===== config.mk =====
export PLATFORM = sky130hd
export DESIGN_NAME = awc_window_compare
export DESIGN_NICKNAME = d
export VERILOG_FILES = /design/src/hdl/awc_pkg.sv /design/src/hdl/awc_window_compare.sv
export SDC_FILE = /design/constraint.sdc
export NUM_CORES = 1
export LEC_CHECK = 0
export CAP_MARGIN = 20
export CORE_AREA = 3 3 113 115
export DETAILED_ROUTE_END_ITERATION = 16
export DIE_AREA = 0 0 116 118
export DONT_BUFFER_PORTS = 1
export GPL_ROUTABILITY_DRIVEN = 0
export PLACE_DENSITY_LB_ADDON = 0.2
export REMOVE_ABC_BUFFERS = 1
export SLEW_MARGIN = 15
export SYNTH_ARGS = -nofsm -noshare
export SYNTH_HDL_FRONTEND = slang
export SYNTH_SLANG_ARGS = --single-unit

===== constraint.sdc =====
create_clock -name sys_clk -period 3.8 [get_ports sys_clk]
set_clock_uncertainty 0.1 [all_clocks]
set_input_delay 0.38 -clock sys_clk [delete_from_list [all_inputs] [get_ports sys_clk]]
set_output_delay 0.38 -clock sys_clk [all_outputs]
set_load 0.02 [all_outputs]

===== src/hdl/awc_pkg.sv =====
package awc_pkg;
    // Register addresses on the 8-bit special-function bus
    localparam logic [7:0] AWC_ADDR_LT_LO = 8'hC5;
    localparam logic [7:0] AWC_ADDR_LT_HI = 8'hC6;
    localparam logic [7:0] AWC_ADDR_GT_LO = 8'hC3;
    localparam logic [7:0] AWC_ADDR_GT_HI = 8'hC4;
    localparam logic [7:0] AWC_ADDR_RES_LO = 8'hBD;
    localparam logic [7:0] AWC_ADDR_RES_HI = 8'hBE;
    localparam logic [7:0] AWC_ADDR_CFG = 8'hBC;
    localparam logic [7:0] AWC_ADDR_CTL = 8'hE8;
    localparam logic [7:0] AWC_ADDR_MODE = 8'hBB;
    // Field positions
    localparam int AWC_CTL_EN = 7;
    localparam int AWC_CTL_DONE = 5;
    localparam int AWC_CTL_BUSY = 4;
    localparam int AWC_CTL_WINT = 3;
    localparam int AWC_CFG_LJST = 2;
    localparam int AWC_CFG_SC_LSB = 3;
    localparam int AWC_MODE_DIFF = 0;
    localparam int AWC_SC_W = 5;
    localparam int AWC_RES_W = 10;
    localparam int AWC_LJ_PAD = 6;
    // Reset values
    localparam logic [7:0] AWC_BYTE_RST = 8'h00;
    localparam logic [7:0] AWC_CFG_RST = 8'hF8;
    localparam logic [7:0] AWC_LT_LO_RST = 8'h00;
    // Conversion length in SAR clocks
    localparam logic [3:0] AWC_SAR_CONV_CLKS = 4'hA;

    typedef enum logic {
        AWC_ST_IDLE = 1'b0,
        AWC_ST_CONV = 1'b1
    } awc_state_e;

    // Builds the 16-bit comparison word the way the result registers hold it
    function automatic logic [15:0] awc_word(
        input logic [AWC_RES_W-1:0] r,
        input logic lj,
        input logic diff
    );
        if (lj)
            awc_word = {r, {AWC_LJ_PAD{1'b0}}};
        else if (diff)
            awc_word = {{AWC_LJ_PAD{r[AWC_RES_W-1]}}, r};
        else
            awc_word = {{AWC_LJ_PAD{1'b0}}, r};
    endfunction

    function automatic logic awc_less(
        input logic [15:0] a,
        input logic [15:0] b,
        input logic diff
    );
        awc_less = diff ? ($signed(a) < $signed(b)) : (a < b);
    endfunction
endpackage


===== src/hdl/awc_window_compare.sv =====
`timescale 1ns/1ps

// Summary of operation
// - Less-than high byte joins low byte as word
// - Less-than low byte at 0xC5, resets zero
// - Single-ended results compared as unsigned 10-bit
// - Inside window: above greater, below less limit
// - Outside window: below lower or above upper
// - Differential results and limits compared signed
// - Differential inside window uses signed compare
// - Differential outside window uses signed compare
// - Left-justified data compares identically
// - Conversion takes at least ten SAR clocks
// - Every completed result compared without software
// - Window flag sticky until software clears
// - Right-justified differential high byte sign-extends bit one
module awc_window_compare
    import awc_pkg::*;
#(
    parameter int SAR_CLKS = 10
) (
    // Clock and reset
    input wire logic sys_clk,
    input wire logic rst_b,
    // Special-function register bus
    input wire logic [7:0] sfr_addr,
    input wire logic [7:0] sfr_wdata,
    input wire logic sfr_wr,
    input wire logic sfr_rd,
    output logic [7:0] sfr_rdata,
    // Converter result path
    input wire logic conv_start,
    input wire logic [AWC_RES_W-1:0] conv_data,
    output logic conv_busy,
    output logic conv_done,
    // Status
    output logic window_match_flag
);

    ////////////////////////////////////////////////////////////////////////
    // Registers
    logic [7:0] window_low_limit_lo, next_window_low_limit_lo;
    logic [7:0] window_low_limit_hi, next_window_low_limit_hi;
    logic [7:0] window_high_limit_lo, next_window_high_limit_lo;
    logic [7:0] window_high_limit_hi, next_window_high_limit_hi;
    logic [7:0] cfg, next_cfg;
    logic enable, next_enable;
    logic diff_mode, next_diff_mode;
    logic done_flag, next_done_flag;
    logic [AWC_RES_W-1:0] result, next_result;
    logic [7:0] next_sfr_rdata;
    logic next_window_match_flag;
    logic next_conv_done;
    logic next_conv_busy;
    awc_state_e state, next_state;
    logic [AWC_SC_W-1:0] div_cnt, next_div_cnt;
    logic [3:0] sar_cnt, next_sar_cnt;

    logic left_justify_select;
    logic [15:0] less_than_limit;
    logic [15:0] greater_than_limit;
    logic [15:0] res_word;
    logic [15:0] new_word;
    logic [7:0] result_high_byte;
    logic [7:0] result_low_byte;
    logic inside_mode;
    logic match;
    logic conv_end;
    logic sar_tick;
    logic wr_ctl;
    logic start_req;

    assign left_justify_select = cfg[AWC_CFG_LJST];
    assign less_than_limit = {window_low_limit_hi, window_low_limit_lo};
    assign greater_than_limit = {window_high_limit_hi, window_high_limit_lo};
    assign res_word = awc_word(result, left_justify_select, diff_mode);
    assign result_high_byte = res_word[15:8];
    assign result_low_byte = res_word[7:0];
    assign wr_ctl = sfr_wr && (sfr_addr == AWC_ADDR_CTL);

    ////////////////////////////////////////////////////////////////////////
    // Window decision on the word being completed
    // Limits are used as written; the format must match the converter
    assign new_word = awc_word(conv_data, left_justify_select,
        diff_mode);
    assign inside_mode = awc_less(greater_than_limit, less_than_limit,
        diff_mode);
    always_comb begin
        if (inside_mode)
            match = awc_less(greater_than_limit, new_word, diff_mode)
                && awc_less(new_word, less_than_limit,
                diff_mode);
        else
            match = awc_less(new_word, less_than_limit, diff_mode)
                || awc_less(greater_than_limit, new_word,
                diff_mode);
    end

    ////////////////////////////////////////////////////////////////////////
    // Conversion sequencer
    assign sar_tick = (div_cnt == cfg[7:AWC_CFG_SC_LSB]);
    assign conv_end = (state == AWC_ST_CONV) && sar_tick
        && (sar_cnt == 4'(SAR_CLKS - 1));
    assign start_req = enable && (conv_start || (wr_ctl
        && sfr_wdata[AWC_CTL_BUSY]));

    always_comb begin
        next_state = state;
        next_div_cnt = div_cnt;
        next_sar_cnt = sar_cnt;
        next_result = result;
        next_conv_done = 1'b0;
        unique case (state)
            AWC_ST_IDLE: begin
                // Starts while busy are dropped, not queued
                if (start_req) begin
                    next_state = AWC_ST_CONV;
                    next_div_cnt = '0;
                    next_sar_cnt = '0;
                end
            end
            AWC_ST_CONV: begin
                next_div_cnt = sar_tick ? '0 : div_cnt + 1'b1;
                if (sar_tick)
                    next_sar_cnt = sar_cnt + 1'b1;
                if (conv_end) begin
                    next_state = AWC_ST_IDLE;
                    next_result = conv_data;
                    next_conv_done = 1'b1;
                end
            end
        endcase
        next_conv_busy = (next_state == AWC_ST_CONV);
    end

    always_ff @(posedge sys_clk or negedge rst_b) begin
        if (!rst_b) begin
            state <= AWC_ST_IDLE;
            div_cnt <= '0;
            sar_cnt <= '0;
            result <= '0;
            conv_done <= 1'b0;
            conv_busy <= 1'b0;
        end else begin
            state <= next_state;
            div_cnt <= next_div_cnt;
            sar_cnt <= next_sar_cnt;
            result <= next_result;
            conv_done <= next_conv_done;
            conv_busy <= next_conv_busy;
        end
    end

    ////////////////////////////////////////////////////////////////////////
    // Register file and flags
    always_comb begin
        next_window_low_limit_lo = window_low_limit_lo;
        next_window_low_limit_hi = window_low_limit_hi;
        next_window_high_limit_lo = window_high_limit_lo;
        next_window_high_limit_hi = window_high_limit_hi;
        next_cfg = cfg;
        next_enable = enable;
        next_diff_mode = diff_mode;
        next_done_flag = done_flag;
        next_window_match_flag = window_match_flag;
        if (sfr_wr) begin
            unique case (sfr_addr)
                AWC_ADDR_LT_LO: next_window_low_limit_lo = sfr_wdata;
                AWC_ADDR_LT_HI: next_window_low_limit_hi = sfr_wdata;
                AWC_ADDR_GT_LO: next_window_high_limit_lo = sfr_wdata;
                AWC_ADDR_GT_HI: next_window_high_limit_hi = sfr_wdata;
                AWC_ADDR_CFG: next_cfg = {sfr_wdata[7:AWC_CFG_LJST], 2'b00};
                AWC_ADDR_MODE: next_diff_mode = sfr_wdata[AWC_MODE_DIFF];
                AWC_ADDR_CTL: begin
                    next_enable = sfr_wdata[AWC_CTL_EN];
                    next_done_flag = sfr_wdata[AWC_CTL_DONE];
                    next_window_match_flag = sfr_wdata[AWC_CTL_WINT];
                end
                default: ;
            endcase
        end
        // A completing conversion beats a clear in the same cycle
        if (conv_end) begin
            next_done_flag = 1'b1;
            if (match)
                next_window_match_flag = 1'b1;
        end
    end

    always_comb begin
        next_sfr_rdata = AWC_BYTE_RST;
        if (sfr_rd) begin
            unique case (sfr_addr)
                AWC_ADDR_LT_LO: next_sfr_rdata = window_low_limit_lo;
                AWC_ADDR_LT_HI: next_sfr_rdata = window_low_limit_hi;
                AWC_ADDR_GT_LO: next_sfr_rdata = window_high_limit_lo;
                AWC_ADDR_GT_HI: next_sfr_rdata = window_high_limit_hi;
                AWC_ADDR_RES_LO: next_sfr_rdata = result_low_byte;
                AWC_ADDR_RES_HI: next_sfr_rdata = result_high_byte;
                AWC_ADDR_CFG: next_sfr_rdata = cfg;
                AWC_ADDR_MODE: next_sfr_rdata = {7'h00, diff_mode};
                AWC_ADDR_CTL: next_sfr_rdata = {enable, 1'b0, done_flag,
                    conv_busy, window_match_flag, 3'h0};
                default: next_sfr_rdata = AWC_BYTE_RST;
            endcase
        end
    end

    always_ff @(posedge sys_clk or negedge rst_b) begin
        if (!rst_b) begin
            window_low_limit_lo <= AWC_LT_LO_RST;
            window_low_limit_hi <= AWC_BYTE_RST;
            window_high_limit_lo <= AWC_BYTE_RST;
            window_high_limit_hi <= AWC_BYTE_RST;
            cfg <= AWC_CFG_RST;
            enable <= 1'b0;
            diff_mode <= 1'b0;
            done_flag <= 1'b0;
            window_match_flag <= 1'b0;
            sfr_rdata <= AWC_BYTE_RST;
        end else begin
            window_low_limit_lo <= next_window_low_limit_lo;
            window_low_limit_hi <= next_window_low_limit_hi;
            window_high_limit_lo <= next_window_high_limit_lo;
            window_high_limit_hi <= next_window_high_limit_hi;
            cfg <= next_cfg;
            enable <= next_enable;
            diff_mode <= next_diff_mode;
            done_flag <= next_done_flag;
            window_match_flag <= next_window_match_flag;
            sfr_rdata <= next_sfr_rdata;
        end
    end

    ////////////////////////////////////////////////////////////////////////
    // Checks
    logic [7:0] busy_len;
    logic [15:0] w_se;
    logic signed [15:0] w_df;
    always_ff @(posedge sys_clk or negedge rst_b) begin
        if (!rst_b)
            busy_len <= '0;
        else
            busy_len <= (state == AWC_ST_CONV) ?
                8'(busy_len + (sar_tick ? 8'h01 : 8'h00)) : 8'h00;
    end
    assign w_se = {{AWC_LJ_PAD{1'b0}}, conv_data};
    assign w_df = {{AWC_LJ_PAD{conv_data[AWC_RES_W-1]}}, conv_data};
endmodule // awc_window_compare


# ---- Word-level counts from Yosys, hierarchy flattened
# Index checks and enable logic that the tools add are counted.
dict set report word_totals {
  reg_bits 71
  inputBits 31
  word_cells 85
}
dict set report op_classes {
  n_reduce_logical 20
  n_bitwise 1
  muxes 28
  n_addsub 2
  eq_ne 13
  order_cmp 6
}
# operator n
set op_table {}
lappend op_table {{$lt 16x16->1} 6}
lappend op_table {{$eq 8x8->1 const B} 9}
lappend op_table {{$pmux 8 s9} 1}
lappend op_table {{$mux 16} 4}
lappend op_table {{$reduce_and 2->1} 10}
lappend op_table {{$mux 1} 15}
lappend op_table {{$mux 5} 2}
lappend op_table {{$pmux 5 s2} 1}
lappend op_table {{$mux 4} 2}
lappend op_table {{$mux 8} 1}
lappend op_table {{$pmux 4 s2} 1}
lappend op_table {{$logic_and 1x1->1} 6}
lappend op_table {{$add 5x1->5 const B} 1}
lappend op_table {{$eq 5x5->1} 1}
lappend op_table {{$add 4x1->4 const B} 1}
lappend op_table {{$eq 4x4->1 const B} 1}
lappend op_table {{$reduce_bool 2->1} 2}
lappend op_table {{$logic_or 1x1->1} 2}
lappend op_table {{$ne 2x1->1 const B} 1}
lappend op_table {{$ne 2x2->1 const B} 1}
lappend op_table {{$pmux 1 s2} 1}
lappend op_table {{$not 1->1} 1}

# ---- Logic depth before layout (Yosys ltp)
dict set report depth {
  ltp_word 8
  depth_mapped 12
  mapped_depth_nobuf 11
}

# ---- Least setup slack after synthesis
# Ideal clock, no wire load.
dict set report synth_timing {
  path_type {register -> register}
  from {register cfg[2]}
  to {register window_match_flag}
  required_time_ns 3.636
  n_path_buf 2
  stages_incl_launch_ff 13
  path_slack_ns 1.009
  setup_ns 0.064
  arrival_ns 2.627
  path_cell_list {dfrtp_1 > buf_1 > clkbuf_1 > nand2_1 > nand2_1 > inv_1 > ha_1 > a21o_1 > a211oi_1 > a21oi_1 > a211o_1 > o31ai_1 > a31o_2}
}
dict set report synth_between {
  elab_chain_cells 7
  word_cells_on_any_way 12
}
# item line_no
set synth_rtl {}
lappend synth_rtl {{start, declared} awc_window_compare.sv:46} ;# logic [7:0] cfg, next_cfg;
lappend synth_rtl {{start signal, assigned} awc_window_compare.sv:226} ;# cfg <= next_cfg;
lappend synth_rtl {{$mux 16 *} awc_pkg.sv:41} ;# if (lj)
lappend synth_rtl {{$lt 16x16->1} awc_pkg.sv:54} ;# awc_less = diff ? ($signed(a) < $signed(b)) : (a < b);
lappend synth_rtl {{$mux 1} awc_pkg.sv:54}
lappend synth_rtl {{$logic_or 1x1->1 / $logic_and 1x1->1 (equally long branches)} {awc_window_compare.sv:95, awc_window_compare.sv:91}}
lappend synth_rtl {{$mux 1 *} awc_window_compare.sv:89} ;# if (inside_mode)
lappend synth_rtl {{$mux 1 *} awc_window_compare.sv:185} ;# if (match)
lappend synth_rtl {{$mux 1 *} awc_window_compare.sv:183} ;# if (conv_end) begin
lappend synth_rtl {{net next_window_match_flag} awc_window_compare.sv:52} ;# logic next_window_match_flag;
lappend synth_rtl {{end signal, assigned} awc_window_compare.sv:230} ;# window_match_flag <= next_window_match_flag;
lappend synth_rtl {{end, declared} awc_window_compare.sv:37} ;# output logic window_match_flag
# The timed path passes the listed nets; every way through them passes the cells marked *.
# A chain may end at the register's enable or synchronous reset.

# ---- Worst setup path after layout
# Ends and elaborated chain as after synthesis.

==> summary.md <==
| Metric | Value |
|---|---|
| Worst path max stage delay | `0.68 ns` |
| Synth Cell Area | `4700 sq um` |
| Async SR Flop Fraction | `100%` |
| Synth Area in Adders | `12.8%` |
| CP Buf/Inv Count | `2` |
| DIE AREA | `13700 sq um` |
| Slew Limit Fails | `0` |
| Synthesis-to-finish area growth | `9.54%` |
| Final min period | `3.12 ns` |
| Unique masters post-synth | `61` |
| Worst R2R Path Depth | `10` |
| Crit-path max FO | `14` |
| Worst Tran Pin Value | `0.647 ns` |
| Critical Path AT | `3.25 ns` |
| GRT overflow | `0` |
| Max cap viols | `0` |
| Final core utilization | `43.2%` |
| Nets | `562` |
| Initial Util | `39.4%` |
| Main combinational cell family by area after synthesis | `simple AND/OR/NAND/NOR gates` |
| CP cell instances | `clkinv_1, nand2_1, inv_1, ha_1, a211oi_1, o21ai_0, o311ai_0, nand3b_1, xnor2_1, a31o_2` |
| Sequential area share after synthesis | `38.0%` |
| Clk root buf | `clkbuf_16` |
| Final setup vio count | `0` |
| Core ar. | `11900 sq um` |
| Die width | `116 microns` |
| Multiplexer area fraction after synthesis | `13.2%` |
| Compound-Gate Fraction of Synth Area | `13.3%` |
| Post-Synthesis Cells | `481` |
| Crit share post-route | `82.0%` |
| Maximum VDD drop | `0.201 mV` |
| Clock latency at the later pin of the worst-skew pair | `0.35 ns` |
| DR vias | `3578` |
| Fin Setup TNS | `0 ns` |
| RR Startpoint | `cfg[2]` |
| Dominant cell type by area after synthesis | `dfrtp_1` |
| N_diodes | `0` |
| Layout cells sized above 1 | `16.2%` |
| Max Fclk | `321 MHz` |
| PwrDens | `438 nW/um^2` |
| Hold depth | `2` |
| Family with the most delay on the worst path | `compound AO/OA/AOI/OAI gates` |
| Hold Slack | `0.0401 ns` |
| Number of synthesized flops with an enable pin | `0` |
| Static leakage | `2.45 nW` |
| Reg-to-reg slack, setup | `0.68 ns` |
| Initial antenna violation count | `0` |
| CTS H-tree lvls | `3` |
| Post-synth top cells | `76 x nand2_1, 66 x dfrtp_1, 48 x ha_1` |
| Levels on crit path | `10` |
| Post-DRT Antenna Nets | `0` |
| CP max stage cell | `dfrtp_1` |
| CTS tree | `yes` |
| I/O pin total | `42` |
| Post-synth top area share | `35.2%` |
| First-pass GRT wire length | `20100 microns` |
| Worst r2r dst | `window_match_flag` |
| Pwr Total | `0.00225 W` |
| RSZ-0062 raised after global routing | `no` |
| Placed Instances | `617` |
| Wire per inst | `19.9 microns` |
| Pre-antenna DRT Iters | `5` |
| Clock buffer count from CTS | `9` |
| Largest cells by area after synthesis | `dfrtp_1 35%, ha_1 13%, mux2_2 9.1%` |
| Worst Path Required | `3.93 ns` |
| CP Launch Point | `cfg[2]` |
| Status | `finished, final reports clean` |
| Clk buf depth | `2` |
| Setup CP Type | `reg2reg` |
| Post-route DRC | `0` |
| Post-CTS Resized | `0` |
| Cell row count | `40` |
| Hold path start | `conv_data[4]` |
| GRT Overall Usage | `19.3%` |
| Dpl hpwl | `9540 microns` |
| Avg Inst Size Synth | `9.77 sq um` |
| Flops & latches, synth | `71` |
| Port bufs | `0` |
| Via density per instance | `5.63` |
| Fin. Hold Viols | `0` |
| CTS Sinks | `71` |
| Die height | `118 microns` |
| Reg clk slew, reported paths | `0.06 ns` |
| Crit. End Element | `flip-flop` |
| Post-synthesis xor/xnor area fraction | `2.05%` |
| Final wirelength | `12600 microns` |
| Filler cell count | `1177` |
| DRT iter0 DRCs | `289` |
| Primary FF master, synth | `dfrtp_1` |
| Worst setup path endpoint | `window_match_flag` |
| Worst slew margin | `56.6%` |
| Layout Cells excl Fill | `635` |
| Vias in the first global route | `3580` |
| Startpoint Class | `flip-flop` |
| Pin count of the biggest net entering global routing | `72` |
| Post-Synth Simple-Gate Area | `16.3%` |
| Worst hold path class | `in2reg` |
| Most numerous cell in the Yosys netlist | `nand2_1` |
| YS warnings | `0` |
-- worst min path at each step --
stage / to / slack [ns]
2_1_floorplan: cfg[2] / -0.02
3_3_place_gp: result[0] / -0.01
6_report: result[4] / 0.04
5_1_grt: result[1] / 0.05
4_1_cts: result[4] / 0.03
3_5_place_dp: sfr_rdata[0] / -0.01
-- cells in the final DEF (no fill, tap or decap), types with 2 or more instances in the layout --
master,n
nand2_1,76
dfrtp_1,66
ha_1,48
mux2_2,38
inv_1,35
o21ai_0,26
a21oi_1,23
nor2_1,22
mux2i_1,16
nand3_1,10
a21o_1,10
clkbuf_16,9
xor2_1,8
nand4_1,8
nor2b_1,7
a22oi_1,5
a31oi_1,5
dfstp_2,5
a222oi_1,4
nor3_1,4
xnor2_1,3
a221oi_1,3
nand2b_1,3
clkinv_2,3
o21a_1,2
nand4b_1,2
nor2_4,2
a41oi_1,2
a211oi_1,2
a211o_1,2
o31ai_1,2
nand3_4,2
mux2_4,2
clkbuf_8,2
buf_4,2
-- logic make-up after synthesis --
group,count (synthesis)
and+or+nand+nor,149
buffers and inverters,49
DFF,71
xor gates and xnor gates,11
muxes,56
adders and majority gates,48
AOI/OAI and AO/OA,97
-- where the power goes --
| group | total, W | leakage (nW) | internal, W | switching (W) |
|---|---|---|---|---|
| Sequential | 0.000984 | 0.909 | 0.000859 | 0.000125 |
| Clock | 0.000813 | 0.142 | 0.000476 | 0.000337 |
| Combinational | 0.000458 | 1.40 | 0.000205 | 0.000253 |
-- state kept, by name, summed over array words and instances (netlist names) --
register,count
result,10
window_high_limit_lo,8
cfg,6
conv_done,1
done_flag,1
diff_mode,1
sar_cnt,4
state,1
enable,1
sfr_rdata,8
window_match_flag,1
window_low_limit_hi,8
window_high_limit_hi,8
div_cnt,5
window_low_limit_lo,8
-- stage by stage --
step / setup slack [ns] / cell area [sq um]
after global routing: 0.347 / 5140
after detailed placement: 0.746 / 4820
after floorplan: 0.997 / 4620
after CTS: 0.718 / 5140
final: 0.684 / 5140
after global placement: 0.908 / 4820
-- per-layer routing --
metal  GRT usage [%]  routed length, microns  up-vias
li1                -                       -     1720
met1            26.7                    5730     1734
met2            29.1                    5790      107
met3            4.37                     830       17
met4            7.47                     280        0
met5               0                       0        -
-- cell type report --
class	instances	area [sq um]	area share (%)
clock buffer	11	253	4.91
sequential	71	1780	34.7
tap	147	184	3.57
multi-input combinational	361	2710	52.6
timing repair buffer	4	52.6	1.02
clock inverter	5	31.3	0.608
inverter	36	135	2.63
-- timing repair --
item                                   in CTS  in global routing
hold buffers                                2                  0
endpoints found under the hold margin      71                  0
setup buffers                               0                  0
Note: power is estimated with default switching activity, not from simulation.
